**config.mk**
```make
export PLATFORM = sky130hd
export DESIGN_NAME = ifc_async_inband_flow_char_detect
export DESIGN_NICKNAME = d
export VERILOG_FILES = /design/src/logic/ifc_pkg.sv /design/src/logic/ifc_irq_if.sv /design/src/logic/ifc_async_inband_flow_char_detect.sv /design/src/logic/ifc_char_match.sv /design/src/logic/ifc_irq_ctrl.sv
export SDC_FILE = /design/constraint.sdc
export NUM_CORES = 1
export LEC_CHECK = 0
export BUFFER_PORTS_ARGS = -buffer_cell sky130_fd_sc_hd__buf_4
export CAP_MARGIN = 30
export CELL_PAD_IN_SITES_DETAIL_PLACEMENT = 0
export CELL_PAD_IN_SITES_GLOBAL_PLACEMENT = 1
export CORE_MARGIN = 5
export CORE_UTILIZATION = 39
export DETAILED_ROUTE_END_ITERATION = 8
export GPL_TIMING_DRIVEN = 0
export PLACE_DENSITY_LB_ADDON = 0.08
export SLEW_MARGIN = 10
export SYNTH_ARGS = -nofsm -noshare
export SYNTH_HDL_FRONTEND = slang
export SYNTH_SLANG_ARGS = --single-unit
```
**constraint.sdc**
```tcl
create_clock -name clk -period 2 [get_ports clk]
set_input_delay 0.2 -clock clk [delete_from_list [all_inputs] [get_ports clk]]
set_output_delay 0.2 -clock clk [all_outputs]
set_load 0.005 [all_outputs]
```
**src/logic/ifc_pkg.sv**
```systemverilog
// Shared constants and types for the in-band flow character detector
package ifc_pkg;

    // Register byte offsets
    localparam logic [11:0] OFF_FLOW_CHARS = 12'h144;
    localparam logic [11:0] OFF_TERM_CTRL  = 12'h148;
    localparam logic [11:0] OFF_CHAN_CFG   = 12'h160;
    localparam logic [11:0] OFF_IRQ_STATUS = 12'h164;
    localparam logic [11:0] OFF_IRQ_CLEAR  = 12'h168;
    localparam logic [11:0] OFF_IRQ_ENABLE = 12'h16C;
    localparam logic [11:0] OFF_FLOW_STATE = 12'h170;

    // Field positions
    localparam int FC_RESUME_LSB      = 24;
    localparam int FC_PAUSE_LSB       = 16;
    localparam int FC_RESUME_MASK_LSB = 8;
    localparam int FC_PAUSE_MASK_LSB  = 0;
    localparam int TC_ENABLE_BIT      = 15;
    localparam int TC_CHAR_LSB        = 0;
    localparam int CFG_LEN_LSB        = 0;
    localparam int CFG_PARITY_BIT     = 2;
    localparam int CFG_FLOW_BIT       = 3;
    localparam int CFG_MODE_LSB       = 4;
    localparam int IRQ_RESUME_BIT     = 0;
    localparam int IRQ_PAUSE_BIT      = 1;
    localparam int IRQ_TERM_BIT       = 2;
    localparam int IRQ_W              = 3;

    // Reset values
    localparam logic [31:0] RST_FLOW_CHARS = 32'h00000000;
    localparam logic [7:0]  RST_TERM_CHAR  = 8'h00;
    localparam logic [5:0]  RST_CHAN_CFG   = 6'h00;
    localparam logic [2:0]  RST_IRQ        = 3'h0;

    // Protocol modes of the channel
    typedef enum logic [1:0] {
        IFC_MODE_ASYNC  = 2'h0,
        IFC_MODE_BISYNC = 2'h1,
        IFC_MODE_HDLC   = 2'h2
    } ifc_mode_type;

    // Significant bits of a character, LSB first, for lengths 5 to 8
    function automatic logic [7:0] ifc_len_mask(input logic [1:0] len_code);
        logic [7:0] m;
        m = 8'hFF;
        unique case (len_code)
            2'h0: m = 8'h1F;
            2'h1: m = 8'h3F;
            2'h2: m = 8'h7F;
            2'h3: m = 8'hFF;
        endcase
        return m;
    endfunction

endpackage

```
**src/logic/ifc_irq_if.sv**
```systemverilog
// Event and interrupt signals between the detector core and its status block
`timescale 1ns/10ps
interface ifc_irq_if;
    logic [2:0] evt;
    logic [2:0] clr;
    logic [2:0] en;
    logic [2:0] status;
    logic       irq;

    modport core (output evt, output clr, output en, input status, input irq);
    modport ctrl (input evt, input clr, input en, output status, output irq);
endinterface

```
**src/logic/ifc_async_inband_flow_char_detect.sv**
```systemverilog
// Receive-side flow control and termination character detector, one channel
`timescale 1ns/10ps
module ifc_async_inband_flow_char_detect
    import ifc_pkg::*;
(
    input  wire logic        clk,
    input  wire logic        sys_rst,
    input  wire logic [11:0] reg_addr,
    input  wire logic [31:0] reg_wdata,
    input  wire logic        reg_wr,
    input  wire logic        reg_rd,
    output logic      [31:0] reg_rdata,
    input  wire logic        rx_valid,
    input  wire logic [7:0]  rx_data,
    input  wire logic        rx_len_ok,
    input  wire logic        rx_parity_err,
    output logic             fifo_wr_valid,
    output logic      [7:0]  fifo_wr_data,
    output logic             tx_paused,
    output logic             block_end,
    output logic             irq
);

    // Software-visible state
    logic [31:0]      flow_chars_ff;
    logic             term_en_ff;
    logic [7:0]       term_char_ff;
    logic [5:0]       chan_cfg_ff;
    logic [IRQ_W-1:0] irq_en_ff;
    logic [31:0]      rdata_ff;
    logic [31:0]      nxt_rdata;

    // Receive path state
    logic             fifo_valid_ff;
    logic [7:0]       fifo_data_ff;
    logic             paused_ff;
    logic             nxt_paused;
    logic             block_end_ff;

    // Decoded fields
    logic [7:0]       resume_char;
    logic [7:0]       pause_char;
    logic [7:0]       resume_char_mask;
    logic [7:0]       pause_char_mask;
    logic [1:0]       char_length_field;
    logic             parity_check_en;
    logic             inband_flow_enable;
    ifc_mode_type     chan_mode;
    logic [7:0]       sig_mask;
    logic             framed;
    logic             resume_hit;
    logic             pause_hit;
    logic             term_mode;
    logic             term_hit;
    logic             wr_flow;
    logic             wr_term;
    logic             wr_cfg;
    logic             wr_clr;
    logic             wr_en;

    ifc_irq_if ibus ();

    // Register field slices of the flow character word
    assign resume_char      = flow_chars_ff[FC_RESUME_LSB +: 8];
    assign pause_char       = flow_chars_ff[FC_PAUSE_LSB +: 8];
    assign resume_char_mask = flow_chars_ff[FC_RESUME_MASK_LSB +: 8];
    assign pause_char_mask  = flow_chars_ff[FC_PAUSE_MASK_LSB +: 8];

    // Channel configuration fields
    assign char_length_field  = chan_cfg_ff[CFG_LEN_LSB +: 2];
    assign parity_check_en    = chan_cfg_ff[CFG_PARITY_BIT];
    assign inband_flow_enable = chan_cfg_ff[CFG_FLOW_BIT];
    assign chan_mode          = ifc_mode_type'(chan_cfg_ff[CFG_MODE_LSB +: 2]);

    // Write strobes per register; the bus never waits, so decode is plain
    assign wr_flow = reg_wr && (reg_addr == OFF_FLOW_CHARS);
    assign wr_term = reg_wr && (reg_addr == OFF_TERM_CTRL);
    assign wr_cfg  = reg_wr && (reg_addr == OFF_CHAN_CFG);
    assign wr_clr  = reg_wr && (reg_addr == OFF_IRQ_CLEAR);
    assign wr_en   = reg_wr && (reg_addr == OFF_IRQ_ENABLE);

    // Flow character register, stored whole
    always_ff @(posedge clk)
    begin
        if (sys_rst)
            flow_chars_ff <= RST_FLOW_CHARS;
        else if (wr_flow)
            flow_chars_ff <= reg_wdata;
    end

    // Termination register keeps only its enable and character bits
    always_ff @(posedge clk)
    begin
        if (sys_rst)
        begin
            term_en_ff   <= 1'b0;
            term_char_ff <= RST_TERM_CHAR;
        end
        else if (wr_term)
        begin
            term_en_ff   <= reg_wdata[TC_ENABLE_BIT];
            term_char_ff <= reg_wdata[TC_CHAR_LSB +: 8];
        end
    end

    // Channel configuration: length, parity check, flow enable, mode
    always_ff @(posedge clk)
    begin
        if (sys_rst)
            chan_cfg_ff <= RST_CHAN_CFG;
        else if (wr_cfg)
            chan_cfg_ff <= reg_wdata[5:0];
    end

    // Interrupt enable register
    always_ff @(posedge clk)
    begin
        if (sys_rst)
            irq_en_ff <= RST_IRQ;
        else if (wr_en)
            irq_en_ff <= reg_wdata[IRQ_W-1:0];
    end

    // Read mux; unmapped and write-only offsets read as zero
    always_comb
    begin
        nxt_rdata = 32'h00000000;
        if (reg_rd)
        begin
            unique case (reg_addr)
                OFF_FLOW_CHARS: nxt_rdata = flow_chars_ff;
                OFF_TERM_CTRL:
                begin
                    nxt_rdata[TC_ENABLE_BIT]    = term_en_ff;
                    nxt_rdata[TC_CHAR_LSB +: 8] = term_char_ff;
                end
                OFF_CHAN_CFG:   nxt_rdata[5:0] = chan_cfg_ff;
                OFF_IRQ_STATUS: nxt_rdata[IRQ_W-1:0] = ibus.status;
                OFF_IRQ_ENABLE: nxt_rdata[IRQ_W-1:0] = irq_en_ff;
                OFF_FLOW_STATE: nxt_rdata[0] = paused_ff;
                default:        nxt_rdata = 32'h00000000;
            endcase
        end
    end

    // Read data stand only in the cycle after the strobe
    always_ff @(posedge clk)
    begin
        if (sys_rst)
            rdata_ff <= 32'h00000000;
        else
            rdata_ff <= nxt_rdata;
    end

    // Received bits above the programmed length never take part in a compare
    assign sig_mask = ifc_len_mask(char_length_field);

    // Only correctly framed characters in async mode are flow candidates
    assign framed = rx_valid && rx_len_ok && !(parity_check_en && rx_parity_err)
                    && (chan_mode == IFC_MODE_ASYNC);

    // Resume character compare
    ifc_char_match u_resume_match
    (
        .clk      (clk),
        .sys_rst  (sys_rst),
        .rx_char  (rx_data),
        .ref_char (resume_char),
        .ref_mask (resume_char_mask),
        .len_mask (sig_mask),
        .framed   (framed),
        .hit      (resume_hit)
    );

    // Pause character compare
    ifc_char_match u_pause_match
    (
        .clk      (clk),
        .sys_rst  (sys_rst),
        .rx_char  (rx_data),
        .ref_char (pause_char),
        .ref_mask (pause_char_mask),
        .len_mask (sig_mask),
        .framed   (framed),
        .hit      (pause_hit)
    );

    // Termination compare masks only the received byte; stray upper bits in the stored character block a match
    assign term_mode = (chan_mode == IFC_MODE_ASYNC) || (chan_mode == IFC_MODE_BISYNC);
    assign term_hit  = rx_valid && term_en_ff && term_mode
                       && ((rx_data & sig_mask) == term_char_ff);

    // Every character is forwarded, flow characters included
    always_ff @(posedge clk)
    begin
        if (sys_rst)
        begin
            fifo_valid_ff <= 1'b0;
            fifo_data_ff  <= 8'h00;
        end
        else
        begin
            fifo_valid_ff <= rx_valid;
            if (rx_valid)
                fifo_data_ff <= rx_data;
        end
    end

    // Transmitter flow state; pause wins if one character hits both
    always_comb
    begin
        nxt_paused = paused_ff;
        if (!inband_flow_enable)
            nxt_paused = 1'b0;
        else if (pause_hit)
            nxt_paused = 1'b1;
        else if (resume_hit)
            nxt_paused = 1'b0;
    end

    // Flow state register; disabling flow control frees the transmitter
    always_ff @(posedge clk)
    begin
        if (sys_rst)
            paused_ff <= 1'b0;
        else
            paused_ff <= nxt_paused;
    end

    // End-of-block pulse, one cycle, aligned with the forwarded character
    always_ff @(posedge clk)
    begin
        if (sys_rst)
            block_end_ff <= 1'b0;
        else
            block_end_ff <= term_hit;
    end

    // Events into the sticky status block; clears come from software
    assign ibus.evt[IRQ_RESUME_BIT] = resume_hit;
    assign ibus.evt[IRQ_PAUSE_BIT]  = pause_hit;
    assign ibus.evt[IRQ_TERM_BIT]   = term_hit;
    assign ibus.clr = wr_clr ? reg_wdata[IRQ_W-1:0] : RST_IRQ;
    assign ibus.en  = irq_en_ff;

    ifc_irq_ctrl u_irq
    (
        .clk     (clk),
        .sys_rst (sys_rst),
        .ibus    (ibus.ctrl)
    );

    // Outputs
    assign reg_rdata     = rdata_ff;
    assign fifo_wr_valid = fifo_valid_ff;
    assign fifo_wr_data  = fifo_data_ff;
    assign tx_paused     = paused_ff;
    assign block_end     = block_end_ff;
    assign irq           = ibus.irq;
endmodule

```
**src/logic/ifc_char_match.sv**
```systemverilog
// Masked, length-limited compare of a received character against one value
`timescale 1ns/10ps
module ifc_char_match
(
    input  wire logic       clk,
    input  wire logic       sys_rst,
    input  wire logic [7:0] rx_char,
    input  wire logic [7:0] ref_char,
    input  wire logic [7:0] ref_mask,
    input  wire logic [7:0] len_mask,
    input  wire logic       framed,
    output logic            hit
);
    // Masked positions and bits above the length always match
    assign hit = framed && (((rx_char ^ ref_char) & ~ref_mask & len_mask) == 8'h00);
endmodule

```
**src/logic/ifc_irq_ctrl.sv**
```systemverilog
// Sticky interrupt status with enable gating onto one level output
`timescale 1ns/10ps
module ifc_irq_ctrl
    import ifc_pkg::*;
(
    input  wire logic clk,
    input  wire logic sys_rst,
    ifc_irq_if.ctrl   ibus
);
    logic [IRQ_W-1:0] status_ff;

    // Set wins over a clear in the same cycle so no event is lost
    always_ff @(posedge clk)
    begin
        if (sys_rst)
            status_ff <= RST_IRQ;
        else
            status_ff <= (status_ff & ~ibus.clr) | ibus.evt;
    end

    assign ibus.status = status_ff;
    assign ibus.irq    = |(status_ff & ibus.en);
endmodule

```
==> results.ini <==
[status]
outcome=finished clean

[grt]
grt_max_degree=17
grt_first_pass_wirelength_mm=17.6
grt_usage=0.191
grt_pass1_vias=3423
gr-total-overflow=0
antenna_found_initial=0

[critical_path]
path_max_fanout=8
r2r_cells=5
cp-start-kind=flop
cp-end-kind=flop
cp_cell_sequence=clkbuf_1 > nand2_1 > a2111oi_0 > and4_1 > nand2b_1
r2r-start=chan_cfg_ff[1]
worstPathArrival_ps=1930
cp_slowest_stage_delay_ps=410
crit_required_ps=2310
crit_slowest_cell=a2111oi_0
path_class=reg2reg
crit_start=chan_cfg_ff[1]

[power]
p_per_area_nw_per_um2=681
ir_worst_vdd_mv=0.296
p_total_mw=3.37
power.leakage_nw=1.89

[logic_synthesis]
syn_inst=424
synth_area_um2=3850
synth.area.top_cells=dfxtp_1 50%, nand2_1 7.5%, mux2i_1 6.0%
post-synth-top-area-cell=dfxtp_1
ys_warn_count=0
syn_nets=483
synthAdderAreaFrac=0
synth-seq-area-share=0.500
avgSynthCellArea_um2=9.07
synth.area.mux_share=0.0657
synth_cell_types=47
synth_top_family_by_area=simple AND/OR/NAND/NOR gates
ys_seq_elements=96
ys.flop_type=dfxtp_1
synth_edf_count=0
synth-async-reset-ratio=0
yosysTopAreaCellShare=0.500
yosys.area_share.simple=0.216
synth_compound_area_frac=0.133
synth_xor_xnor_area_share=0.0524

[clocking]
cts-buffers-inserted=9
cts-root-buf=clkbuf_8
tritoncts=built
cts_resized=0
post-cts-setup-buffers=0
clockBufferDepth=2
hold_buffers=0
clk_latency_ps=360
clock_sinks=96
path_clk_slew_ps=100
htreeDepth=3

[sta]
finalHoldViolCount=0
post-route-period-util=0.812
slew_headroom=0.614
rsz0062_at_grt=no
slew_violations=0
setup_viol=0
finalSetupTns_ps=0
tightestPinTransition_ps=579
fmax_mhz=616
min_period_ps=1620
fin_skew_ps=12.1
layout_setup_ws_ps=377
holdWs_ps=80.2

[worst_hold_path]
min_path_cells=3
min_path_type=in2reg
hp-start=reg_wdata[9]

[floorplanning]
fp.dieW_um=109
core_um2=9680
ios=103
start_util=0.397
die_h_um=109
die_area_um2=12000
fp-row-count=36

[cells_and_area]
fin_area_um2=4950
layout-drive-gt1-share=0.259
final_common_cell=buf_4
finish.utilization=0.511
fin_cells=673
final_cell_mix=100 x buf_4, 96 x dfxtp_1, 77 x nand2_1
nets=594
num_antenna_cells=0
syn2layout_area_growth_pct=28.6

[route]
drc=0
wl_mm=11.1
ant_nets=0
first_iter_violations=194
dr_total_vias=3304
avgRoutedWirePerCell_um=16.5
drtPass1Iterations=4
vias_per_cell=4.91

[placed_design]
place_congestion=0.901
placed_area_um2=4760
dp.cells=657
dp_slack_ps=95.5
hpwl_mm=8.42
portBuffers=100

[job]
drv_cap=0

[cell families after synthesis]
family                    Yosys count
muxes                              25
buffers and inverters              28
xor gates and xnor gates           23
DFF                                96
AOI/OAI and AO/OA                  80
and+or+nand+nor                   172
[worst max-delay path, delay by kind of cell, from the launching register on]
family / cells / cell delay (ps)
buffers and inverters: 1 / 310
flip-flops: 1 / 320
AND/OR/NAND/NOR: 3 / 540
AO/OA/AOI/OAI: 1 / 410
[final timing paths]
kind / slack (ps) / to
worst max-delay path: 380 / u_irq.ibus.status[2]
worst min-delay path: 80 / flow_chars_ff[9]
worst max register to register: 380 / u_irq.ibus.status[2]
worst min register to register: 480 / flow_chars_ff[27]
[where the power goes]
group	internal (mW)	leakage, nW	switching (mW)
combinational	0.128	1.02	0.127
sequential	1.92	0.775	0.00562
clock	0.491	0.0926	0.696
[synth_stat cells, types with 5 or more instances]
master	instances
o22ai_1	5
nand2_1	77
inv_1	5
a21oi_1	41
xnor2_1	19
and2_1	23
dfxtp_1	96
clkbuf_1	9
nor3_1	6
nor2_1	36
nor2b_1	7
mux2i_1	23
buf_2	13
a22oi_1	9
[layout make-up]
| cell class | instances | area (µm²) |
|---|---|---|
| plain buffers | 23 | 110 |
| clock buffers | 10 | 138 |
| clock inverters | 6 | 43.8 |
| fillers | 963 | 4740 |
| inverters | 5 | 18.8 |
| multi-input cells | 300 | 1800 |
| flip-flops and latches | 96 | 1920 |
| well taps | 133 | 166 |
| repair buffers | 100 | 751 |
[routing by layer]
metal / part of all wire / global-route usage
met1: 0.48 / 0.258
met2: 0.45 / 0.306
met3: 0.054 / 0.0370
met4: 0.019 / 0.0677
met5: 0 / 0
[flip-flops by register name, summed over array words and instances, names as in the netlist]
name,flops
term_char_ff,8
term_en_ff,1
fifo_wr_data,8
chan_cfg_ff,6
block_end,1
tx_paused,1
ibus.en,3
reg_rdata,32
fifo_wr_valid,1
flow_chars_ff,32
u_irq.ibus.status,3
No activity file was read; power rests on OpenSTA's default activity.
